--- config.mk ---
export PLATFORM = sky130hd
export DESIGN_NAME = inclusive_or_instruction_unit
export DESIGN_NICKNAME = d
export VERILOG_FILES = /design/src/hw/or_unit_pkg.sv /design/src/hw/inclusive_or_instruction_unit.sv
export VERILOG_INCLUDE_DIRS = /design/src /design/src/hw
export SDC_FILE = /design/constraint.sdc
export NUM_CORES = 1
export LEC_CHECK = 0
export BUFFER_PORTS_ARGS = -buffer_cell sky130_fd_sc_hd__clkbuf_2
export CORE_UTILIZATION = 58
export CTS_CLUSTER_SIZE = 14
export DETAILED_ROUTE_END_ITERATION = 6
export PLACE_DENSITY = 0.86
export SETUP_SLACK_MARGIN = 0.5
export SKIP_CTS_REPAIR_TIMING = 1
export SLEW_MARGIN = 10
export SYNTH_ARGS = -nofsm -noshare
export SYNTH_HDL_FRONTEND = slang
export SYNTH_SLANG_ARGS = --single-unit
--- constraint.sdc ---
create_clock -name CLK_IN -period 4.2 [get_ports CLK_IN]
set_clock_uncertainty 0.05 [all_clocks]
set_input_delay 0.84 -clock CLK_IN [delete_from_list [all_inputs] [get_ports CLK_IN]]
set_output_delay 0.84 -clock CLK_IN [all_outputs]
set_load 0.01 [all_outputs]
--- src/hw/or_unit_consts.svh ---
// Constants for the inclusive-OR instruction unit
`ifndef OR_UNIT_CONSTS_SVH
`define OR_UNIT_CONSTS_SVH

// APB register byte offsets
`define ORU_REG_CTRL 12'h000
`define ORU_REG_ACC 12'h004
`define ORU_REG_STATUS 12'h008
`define ORU_REG_BANK 12'h00C
`define ORU_REG_INDEX 12'h010
`define ORU_REG_STATE 12'h014

// Status register field positions
`define ORU_ZERO_BIT 2
`define ORU_NEG_BIT 4
`define ORU_STATUS_W 5

// Reset values
`define ORU_ACC_RST 8'h00
`define ORU_STATUS_RST 5'h00
`define ORU_BANK_RST 4'h0
`define ORU_INDEX_RST 12'h000

// Opcode patterns
`define ORU_OP_LIT 8'h09
`define ORU_OP_FILE 6'h04

// Access bank split and upper access bank base
`define ORU_ACCESS_SPLIT 8'h60
`define ORU_ACCESS_HIGH 4'hF
`define ORU_INDEX_MAX 8'h5F

`endif

--- src/hw/or_unit_pkg.sv ---
// Types for the inclusive-OR instruction unit
package or_unit_pkg;

   // One-hot instruction phases
   typedef enum logic [4:0]
   {
      PH_IDLE = 5'h01,
      PH_Q1 = 5'h02,
      PH_Q2 = 5'h04,
      PH_Q3 = 5'h08,
      PH_Q4 = 5'h10
   } phase_t;

   // Data memory request carried as one group
   typedef struct packed
   {
      logic [11:0] addr;
      logic [7:0] wdata;
      logic re;
      logic we;
   } file_req_t;

   // APB answer group
   typedef struct packed
   {
      logic [31:0] rdata;
      logic ready;
      logic slverr;
   } apb_rsp_t;

   // Whole state of the unit
   typedef struct packed
   {
      phase_t phase;
      logic [15:0] instr;
      logic [7:0] acc;
      logic [4:0] status;
      logic [3:0] bank;
      logic [11:0] index_base;
      logic ext_en;
      logic is_lit;
      logic is_file;
      logic [7:0] operand;
      logic [7:0] result;
      logic unsupported;
      logic instr_ready;
      logic done;
      file_req_t file;
      apb_rsp_t apb;
   } unit_state_t;

endpackage

--- src/hw/inclusive_or_instruction_unit.sv ---
// Inclusive-OR instruction decode and execute unit with APB registers
//
// Local design decisions: the register offsets and register access over APB.
`timescale 1ns/10ps
`default_nettype none
`include "or_unit_consts.svh"

// What this block does
// - Decode literal OR from upper byte 09
// - Literal OR result goes to accumulator
// - Only negative and zero flags update
// - Decode file OR from upper bits 000100
// - Destination bit picks accumulator or file
// - Bank bit picks access bank or bank
// - Extended mode indexes offsets up to 5Fh when the bank bit is clear
module inclusive_or_instruction_unit
   import or_unit_pkg::*;
(
   input wire logic CLK_IN,
   input wire logic SYS_RST_IN,
   input wire logic [15:0] INSTR_IN,
   input wire logic INSTR_VALID_IN,
   output logic INSTR_READY_OUT,
   output logic DONE_OUT,
   output logic [11:0] FILE_ADDR_OUT,
   output logic [7:0] FILE_WDATA_OUT,
   output logic FILE_RE_OUT,
   output logic FILE_WE_OUT,
   input wire logic [7:0] FILE_RDATA_IN,
   input wire logic PSEL,
   input wire logic PENABLE,
   input wire logic PWRITE,
   input wire logic [11:0] PADDR,
   input wire logic [31:0] PWDATA,
   output logic [31:0] PRDATA,
   output logic PREADY,
   output logic PSLVERR
);

   // ==========================================================
   // Helper functions
   // ==========================================================

   // Effective data address of a file-register operand
   function automatic logic [11:0] file_address(
      input logic [7:0] f,
      input logic banked,
      input logic ext,
      input logic [3:0] bank,
      input logic [11:0] base
   );
      logic [11:0] addr;
      addr = {4'h0, f};
      if (banked)
      begin
         // Bank register supplies the upper bits
         addr = {bank, f};
      end
      else if (ext && (f <= `ORU_INDEX_MAX))
      begin
         // Indexed literal offset from the index base
         addr = base + {4'h0, f};
      end
      else if (f >= `ORU_ACCESS_SPLIT)
      begin
         // Upper part of the access bank is the special area
         addr = {`ORU_ACCESS_HIGH, f};
      end
      return addr;
   endfunction

   // Status with only negative and zero replaced
   function automatic logic [4:0] flag_update(
      input logic [4:0] old,
      input logic [7:0] res
   );
      logic [4:0] s;
      s = old;
      s[`ORU_ZERO_BIT] = (res == 8'h00);
      s[`ORU_NEG_BIT] = res[7];
      return s;
   endfunction

   // ==========================================================
   // State
   // ==========================================================

   unit_state_t cur; // Registered state
   unit_state_t next_cur; // Next value of the state
   logic apb_commit; // Access phase completes at this edge
   logic apb_start; // Access phase seen, answer next cycle
   logic idle; // No instruction in flight

   // ==========================================================
   // Next-state logic
   // ==========================================================

   // Instruction phases and APB slave in one process
   always_comb
   begin
      next_cur = cur;
      next_cur.done = 1'b0;
      idle = (cur.phase == PH_IDLE);
      apb_commit = PSEL && PENABLE && cur.apb.ready;
      apb_start = PSEL && PENABLE && !cur.apb.ready;

      case (cur.phase)
         PH_IDLE:
         begin
            // Take a word while ready and offered
            if (INSTR_VALID_IN && cur.instr_ready)
            begin
               next_cur.instr = INSTR_IN;
               next_cur.instr_ready = 1'b0;
               next_cur.phase = PH_Q1;
            end
         end
         PH_Q1:
         begin
            next_cur.is_lit = (cur.instr[15:8] == `ORU_OP_LIT);
            next_cur.is_file = (cur.instr[15:10] == `ORU_OP_FILE);
            next_cur.unsupported = !((cur.instr[15:8] == `ORU_OP_LIT) ||
               (cur.instr[15:10] == `ORU_OP_FILE));
            next_cur.file.addr = file_address(cur.instr[7:0],
               cur.instr[8], cur.ext_en, cur.bank, cur.index_base);
            next_cur.file.re = (cur.instr[15:10] == `ORU_OP_FILE);
            next_cur.phase = PH_Q2;
         end
         PH_Q2:
         begin
            if (cur.is_file)
            begin
               next_cur.operand = FILE_RDATA_IN;
            end
            else
            begin
               next_cur.operand = cur.instr[7:0];
            end
            next_cur.file.re = 1'b0;
            next_cur.phase = PH_Q3;
         end
         PH_Q3:
         begin
            next_cur.result = cur.acc | cur.operand;
            next_cur.file.wdata = cur.acc | cur.operand;
            // destination bit set writes the file
            next_cur.file.we = cur.is_file && cur.instr[9];
            next_cur.phase = PH_Q4;
         end
         PH_Q4:
         begin
            if (cur.is_lit || (cur.is_file && !cur.instr[9]))
            begin
               next_cur.acc = cur.result;
            end
            if (!cur.unsupported)
            begin
               next_cur.status = flag_update(cur.status, cur.result);
            end
            next_cur.file.we = 1'b0;
            next_cur.done = 1'b1;
            next_cur.instr_ready = 1'b1;
            next_cur.phase = PH_IDLE;
         end
         default:
         begin
            // Unknown code recovers to idle
            next_cur.phase = PH_IDLE;
            next_cur.instr_ready = 1'b1;
         end
      endcase

      // APB: one wait state, answer registered
      next_cur.apb.ready = apb_start;
      if (apb_start)
      begin
         next_cur.apb.slverr = 1'b0;
         next_cur.apb.rdata = 32'h0000_0000;
         if (PADDR == `ORU_REG_CTRL)
         begin
            next_cur.apb.rdata = {31'h0000_0000, cur.ext_en};
         end
         else if (PADDR == `ORU_REG_ACC)
         begin
            next_cur.apb.rdata = {24'h00_0000, cur.acc};
         end
         else if (PADDR == `ORU_REG_STATUS)
         begin
            next_cur.apb.rdata = {27'h000_0000, cur.status};
         end
         else if (PADDR == `ORU_REG_BANK)
         begin
            next_cur.apb.rdata = {28'h000_0000, cur.bank};
         end
         else if (PADDR == `ORU_REG_INDEX)
         begin
            next_cur.apb.rdata = {20'h0_0000, cur.index_base};
         end
         else if (PADDR == `ORU_REG_STATE)
         begin
            next_cur.apb.rdata = {26'h000_0000, cur.unsupported,
               cur.phase};
         end
         else
         begin
            // Unmapped address answers with an error
            next_cur.apb.slverr = 1'b1;
         end
      end

      // Writes land only while idle, so a running op is never torn
      if (apb_commit && PWRITE && idle)
      begin
         if (PADDR == `ORU_REG_CTRL)
         begin
            next_cur.ext_en = PWDATA[0];
         end
         else if (PADDR == `ORU_REG_ACC)
         begin
            next_cur.acc = PWDATA[7:0];
         end
         else if (PADDR == `ORU_REG_STATUS)
         begin
            next_cur.status = PWDATA[4:0];
         end
         else if (PADDR == `ORU_REG_BANK)
         begin
            next_cur.bank = PWDATA[3:0];
         end
         else if (PADDR == `ORU_REG_INDEX)
         begin
            next_cur.index_base = PWDATA[11:0];
         end
      end
   end

   // ==========================================================
   // State register
   // ==========================================================

   // Synchronous reset to constants only
   always_ff @(posedge CLK_IN)
   begin
      if (SYS_RST_IN)
      begin
         cur <= '0;
         cur.phase <= PH_IDLE;
         cur.acc <= `ORU_ACC_RST;
         cur.status <= `ORU_STATUS_RST;
         cur.bank <= `ORU_BANK_RST;
         cur.index_base <= `ORU_INDEX_RST;
         cur.instr_ready <= 1'b1;
      end
      else
      begin
         cur <= next_cur;
      end
   end

   // ==========================================================
   // Outputs, all straight from the state flops
   // ==========================================================

   assign INSTR_READY_OUT = cur.instr_ready;
   assign DONE_OUT = cur.done;
   assign FILE_ADDR_OUT = cur.file.addr;
   assign FILE_WDATA_OUT = cur.file.wdata;
   assign FILE_RE_OUT = cur.file.re;
   assign FILE_WE_OUT = cur.file.we;
   assign PRDATA = cur.apb.rdata;
   assign PREADY = cur.apb.ready;
   assign PSLVERR = cur.apb.slverr;

endmodule
`default_nettype wire

==> results of run 1 <==
## metal layers
metal | global-route usage [%] | vias up
li1 | - | 2080
met1 | 36.0 | 2048
met2 | 47.5 | 171
met3 | 5.13 | 32
met4 | 13.2 | 0
met5 | 0 | -
## synthesized netlist by cell type, drive strengths merged (3+ instances only)
cell    count  share of area (%)
clkbuf     19                1.4
ha          8                1.9
xor2        4               0.68
mux2        5                1.1
nand2b      3               0.36
and4        3               0.51
nor3       24                2.4
nor2       92                6.7
nand4b      3               0.51
nand3b      3               0.44
a22o        3               0.51
nor4        6               0.85
a21o        5               0.73
a211o       3               0.51
o21ai      10               0.97
a21oi      23                2.2
mux2i      62                 12
a211oi     26                4.0
buf        62                8.9
and3b       3               0.53
or4         5               0.95
nand3       6               0.58
nand4       3               0.36
and2        4               0.49
o21bai      3               0.44
a22oi      15                2.2
dfxtp     100                 39
o22ai       4               0.49
nand2      21                1.5
nor2b       8               0.97
inv         8               0.58
## cells by family (layout without fill, tap and decap cells)
family	count (synthesis)	count (layout)
compound gates	112	112
other cells	1	20
flops	100	100
fa+ha+maj	9	9
buf+inv	89	118
xor+xnor	4	4
simple gates	192	192
mux	67	67
## worst max-delay path: stages
cell and delay (ns):
clkbuf_2 0.09, nor4_2 0.37, nand4_1 0.26, nor4b_4 0.92
mux2i_1 0.30, nor2_1 0.05
## worst paths after layout
path	startpoint	endpoint	cells past startpoint	slack, ns
max	PADDR[9]	cur[80]$_SDFFE_PP0P_	6	1.59
min	FILE_WE_OUT$_SDFFE_PP0P_	FILE_WE_OUT$_SDFFE_PP0P_	2	0.41
max reg2reg	cur[125]$_SDFFE_PP0P_	cur[80]$_SDFFE_PP0P_	5	1.82
min reg2reg	FILE_WE_OUT$_SDFFE_PP0P_	FILE_WE_OUT$_SDFFE_PP0P_	2	0.41
## flip-flops by register name (all words and copies together), names as in the netlist
register / flops
PREADY: 1
DONE_OUT: 1
FILE_ADDR_OUT: 12
FILE_RE_OUT: 1
INSTR_READY_OUT: 1
FILE_WDATA_OUT: 8
FILE_WE_OUT: 1
PRDATA: 12
cur: 62
PSLVERR: 1
## final cells by class
cell class,count,area [um^2]
Inverter,8,30.0
Multi-Input combinational cell,404,2670
Clock buffer,10,138
Fill cell,754,3180
Sequential cell,100,2000
Timing Repair Buffer,94,478
Clock inverter,6,47.5
Tap cell,108,135
## power groups by stage
stage	registers [uW]	logic, uW	clock network [uW]
after detailed placement	1030	214	0
after global routing	1010	239	640
final	1010	217	592
after floorplan	1020	167	0
after CTS	1010	216	593
after global placement	1030	206	0
## per-stage QoR
stage                     instance area, um^2  cells  hold WS [ns]
final                                    5500    730         0.408
after global routing                     5500    730         0.442
after CTS                                5500    730         0.410
after detailed placement                 5310    714         0.397
after global placement                   5310    714         0.393
after floorplan                          5230    593         0.376
## cells in the final DEF (no fill, tap or decap), types with 4 or more instances in the layout
cell	netlist	routed
a22oi_1	15	15
nand2_1	21	21
inv_1	8	8
nand3_1	6	6
conb_1	1	20
nor4_1	5	5
clkbuf_8	0	10
and2_1	4	4
nor2b_1	8	8
a21o_1	5	5
a21oi_1	23	23
clkbuf_2	0	91
o22ai_1	4	4
xor2_1	4	4
mux2_2	5	5
mux2i_1	62	62
nor3_1	23	23
ha_1	8	8
dfxtp_1	100	100
a211oi_1	24	24
o21ai_0	10	10
nor2_1	92	92
==> metrics, run 1 <==
minimum clock period 2.61 ns; post-synthesis register bit count 100; status complete, but fails checks; initial antenna violation count 0; Primary FF master, synth dfxtp_1; Setup TNS Final 0 ns; total grt overflow 0; Seq pwr share 55.5%; GRT Total Usage 28.7%; Worst-Skew Late Latency 0.37 ns; Hold Fails Final Rpt 0; Layout area overhead 6.62%; mux share of post-synthesis cell area a little over an eighth; global-route wire length before repair 19.9 mm; worst path required time 4.41 ns; critical path endpoint category flip-flop; row count 34; measured slew at the worst slew-check pin 1.04 ns; Slew HR about 30%; Arr. time, crit path 2.82 ns; CTS tree built; layout cells sized above 1 between 20% and 30%; Synth Instances approximately 570; Synthesis Warnings 0; Power Dens Cells 330 nW/um^2; wl on met1 5.59 mm; final core occ 63.4%; Post-Synth Adder-Cell Area 2.33%; die area between 9000 and 10000 um^2; pin count of the biggest net entering global routing 32; worst-path fanout max 12; Peak Freq 383 MHz; Synth cell types 61; CP Launch Type input pin; pre-CTS WS 1.19 ns; Die Span Y 96.3 um; DRT iter0 DRCs roughly 200; Sw Share 28.5%; Slew Viols, Final 0; First-pass DRT Iterations 7; failing checks DRC; # nets final 700; fraction of the mapped netlist area in simple logic gates between 10% and 20%; Post-Syn Area per Cell 8.98 um^2; initial core utilization 59.4%; main combinational cell family by area after synthesis simple AND/OR/NAND/NOR gates; Synth Area in Compound Gates between 15 and 20%; RSZ-0062 raised after global routing no; Internal Power 1300 uW; Synth async-reset ratio 0%; CTS sink count 100; global placer's final weighted congestion 0.905; NetSw 518 uW; clk buf depth 2; TritonCTS Buffers 9; IO buf count 91; vias in the first global route 4066; Setup Crit Path Kind input pin to flip-flop; HP Class flip-flop to flip-flop; Post-Synth XOR/XNOR Area less than 1%; met3 WL 781 um; combinational fraction of design power 12.0%; vias per inst 5.93; mapped cell area 5160 um^2; routed length per instance 17.4 um; drt drc 1; leakage power 0.00236 uW; # IOs 132; register area share after synthesis 38.8%; final setup fails 0; H-tree depth 3; WL final around 13 mm; Max Cap Violations 0; core area 8680 um^2; Clk pwr share 32.6%; total number of vias 4331; Post-synth EDFFs 0; peak supply drop roughly 0.23 mV; dpl hpwl 9.46 mm; clk root buf clkbuf_8; Detail Route Antenna Nets 0; metal2 WL 5.98 mm; Worst-path clk slew 0.10 ns; Pwr Total 1820 uW; Final Worst Setup Slack 1.59 ns; highest metal used met4; ANT cells 0; ratio of final minimum period to clock period 62.2%; DIE WIDTH 96.3 um
Note: power is estimated with default switching activity, not from simulation.
==> run 2, diff against run 1 <==
--- a/config.mk
+++ b/config.mk
@@ -6,11 +6,12 @@
 export SDC_FILE = /design/constraint.sdc
 export NUM_CORES = 1
 export LEC_CHECK = 0
+export ABC_AREA = 1
 export BUFFER_PORTS_ARGS = -buffer_cell sky130_fd_sc_hd__clkbuf_2
-export CORE_UTILIZATION = 58
+export CORE_UTILIZATION = 54
 export CTS_CLUSTER_SIZE = 14
 export DETAILED_ROUTE_END_ITERATION = 6
-export PLACE_DENSITY = 0.86
+export PLACE_DENSITY = 0.81
 export SETUP_SLACK_MARGIN = 0.5
 export SKIP_CTS_REPAIR_TIMING = 1
 export SLEW_MARGIN = 10
==> constraint.sdc (replaced) <==
create_clock -name CLK_IN -period 2.5 [get_ports CLK_IN]
set_clock_uncertainty 0.05 [all_clocks]
set_input_delay 0.5 -clock CLK_IN [delete_from_list [all_inputs] [get_ports CLK_IN]]
set_output_delay 0.5 -clock CLK_IN [all_outputs]
set_load 0.01 [all_outputs]
==> run 2 against run 1 <==
  * The flow now finishes without violations
  * Synthesized area grew 4.0%
  * Highest routed layer unchanged
  * Die area grew 11%
  * Hold slack lost 0.090 ns
  * Clock-buffer cell count is 1 higher
  * Non-clock buffer count up 9
  * Clock power increased by 64%
==> metrics, run 2 <==
flop-to-flop setup slack 0.58 ns; CP Launch Type flip-flop; vias per inst about 5.3; largest reg by FF count cur; main combinational cell family by area after synthesis simple AND/OR/NAND/NOR gates; worst reg2reg path startpoint cur[78]$_SDFFE_PP0P_; Fill cells 881; DRT iter0 DRCs between 200 and 300; Slew HR 65.8%; Slew Viols, Final 0; peak supply drop 0.323 mV; Layout area overhead 9.06%; Setup TNS Final 0 ns; DIE WIDTH around 100 um; Internal Power 2260 uW; minimum clock period 1.92 ns; Pwr Total roughly 3200 uW; measured slew at the worst slew-check pin 0.511 ns; Sw Share 29.4%; Post-Synth XOR/XNOR Area 0.817%; crit path buf inv count 2; count leader, synth nand2_1; Worst-Skew Late Latency ~0.35 ns; IO buf count 91; First-pass DRT Iterations 5; Die Span Y 102 um; delay of the slowest critical-path stage 0.39 ns; dpl hpwl 10.2 mm; mux share of post-synthesis cell area 0%; # IOs 132; Power Dens Cells between 500 and 600 nW/um^2; CTS tree built; Synth cell types 45; Setup Crit Path Kind flip-flop to flip-flop; # nets final about 900; HP Start INSTR_IN[13]; HP Class input pin to flip-flop; NetSw ~940 uW; ratio of final minimum period to clock period 76.7%; Final Worst Setup Slack 0.582 ns; initial antenna violation count 0; Post-synth EDFFs 0; status completed; Clk pwr share between 30% and 40%; fraction of the mapped netlist area in simple logic gates 24.7%; most frequent cells in the layout 113 x nand2_1, 98 x dfxtp_1, 91 x clkbuf_2; Synthesis Warnings 0; Synth async-reset ratio 0%; layout cells sized above 1 between 20% and 30%; Post-Synth Adder-Cell Area 2.24%; final setup fails 0; TritonCTS Buffers 9; die area 10300 um^2; Detail Route Antenna Nets 0; crit path cell chain ha_4 > inv_1 > fa_2 > nand3b_1 > nand2_2 > buf_4 > xnor2_1 > nand2_1 > o211ai_4 > a21oi_2; worst-path fanout max 3; worst reg2reg endpoint FILE_ADDR_OUT[4]$_SDFFE_PP0P_; Worst Hold Depth 3; vias in the first global route 4539; global-route wire length before repair 21.7 mm; Synth top area share 37.3%; leading cell type in the layout, fill and taps excluded nand2_1; H-tree depth 3; Synth Area in Compound Gates 18.5%; final core occ about 62%; Synth Instances 737; Peak Freq 521 MHz; Hold WS around 0.32 ns; total grt overflow 0; pre-CTS WS 0.323 ns; top cells by area, synth dfxtp_1 37%, nand2_1 8.1%, buf_4 7.7%, nor2_1 6.4%, inv_1 6.0%; post-synthesis register bit count 100; register area share after synthesis 37.3%; initial core utilization 56.9%; drt drc 0; Hold Fails Final Rpt 0; Synth top cells by count 115 x nand2_1, 100 x dfxtp_1, 92 x nor2_1; global placer's final weighted congestion roughly 0.95; R2R cell count 10; Max Cap Violations 0; Seq pwr share 54.3%; CTS sink count 100; routed length per instance ~15 um; combinational fraction of design power 15.3%; Largest register FFs 62; total number of vias 4895; Synth area leader dfxtp_1; Primary FF master, synth dfxtp_1; clk root buf clkbuf_8; leakage power 0.00258 uW; critical path endpoint category flip-flop; WL final 13.6 mm; Arr. time, crit path between 2 and 2.5 ns; worst path required time roughly 2.7 ns; clk buf depth 2; ANT cells 0; mapped cell area 5360 um^2; row count 35; Post-Syn Area per Cell 7.27 um^2; WHS Endpoint cur[120]$_SDFFE_PP0P_; RSZ-0062 raised after global routing no; Crit-path slowest cell dfxtp_2; Worst-path clk slew 0.10 ns; pin count of the biggest net entering global routing 61; GRT Total Usage 27.4%; core area 9420 um^2; critical path's top delay family adder cells
-- run 2: through the flow --
| stage | cells | instance area, um^2 |
|---|---|---|
| 6_report | 926 | 5850 |
| 5_1_grt | 926 | 5850 |
| 4_1_cts | 922 | 5780 |
| 3_5_place_dp | 907 | 5590 |
| 3_3_place_gp | 907 | 5590 |
| 2_1_floorplan | 756 | 5430 |
-- run 2: worst register-to-register path: cells and delay by family, from the launching register on --
family / cells / cell delay, ns
and+or+nand+nor: 3 / 0.44
AOI/OAI and AO/OA: 2 / 0.16
xor gates and xnor gates: 1 / 0.11
adders and majority gates: 2 / 0.51
buffers and inverters: 2 / 0.17
DFF: 1 / 0.39
-- run 2: layout make-up --
type	count	area, um^2	area share, %
timing repair buffer	103	558	9.55
tap	129	161	2.76
inverter	91	350	5.99
sequential	100	2000	34.3
clock inverter	4	32.5	0.557
multi-input combinational	488	2590	44.3
clock buffer	11	151	2.59
-- run 2: worst max-delay path by stage --
stage	start	slack, ns	depth (start not counted)	to
after floorplan	cur[78]$_SDFFE_PP0P_	0.71	12	FILE_ADDR_OUT[10]$_SDFFE_PP0P_
after global placement	cur[127]$_SDFFE_PP0P_	0.43	7	INSTR_READY_OUT$_SDFFE_PP1P_
after detailed placement	cur[127]$_SDFFE_PP0P_	0.32	7	INSTR_READY_OUT$_SDFFE_PP1P_
after CTS	cur[127]$_SDFFE_PP0P_	0.30	7	INSTR_READY_OUT$_SDFFE_PP1P_
after global routing	cur[78]$_SDFFE_PP0P_	0.48	12	FILE_ADDR_OUT[8]$_SDFFE_PP0P_
final	cur[78]$_SDFFE_PP0P_	0.58	10	FILE_ADDR_OUT[4]$_SDFFE_PP0P_
-- run 2: logic make-up (layout without fill, tap and decap cells) --
logic type      Yosys count  count (layout)
simple gates            288             288
buf+inv                 168             209
compound gates          166             166
flops                   100             100
fa+ha+maj                 9               9
xor+xnor                  5               5
other cells               1              20
-- run 2: metal layers --
layer,global-route usage (%),up-vias,share of wire [%]
met5,0,-,0
met4,12.5,0,3.1
met3,5.80,36,6.3
met2,45.1,173,46
met1,34.4,2220,44
li1,-,2466,-
-- run 2: power groups by stage --
stage	clock, uW	combinational (uW)	sequential [uW]
after floorplan	0	358	1750
after global placement	0	449	1770
after detailed placement	0	460	1770
after CTS	989	467	1730
after global routing	1060	546	1740
final	972	490	1740
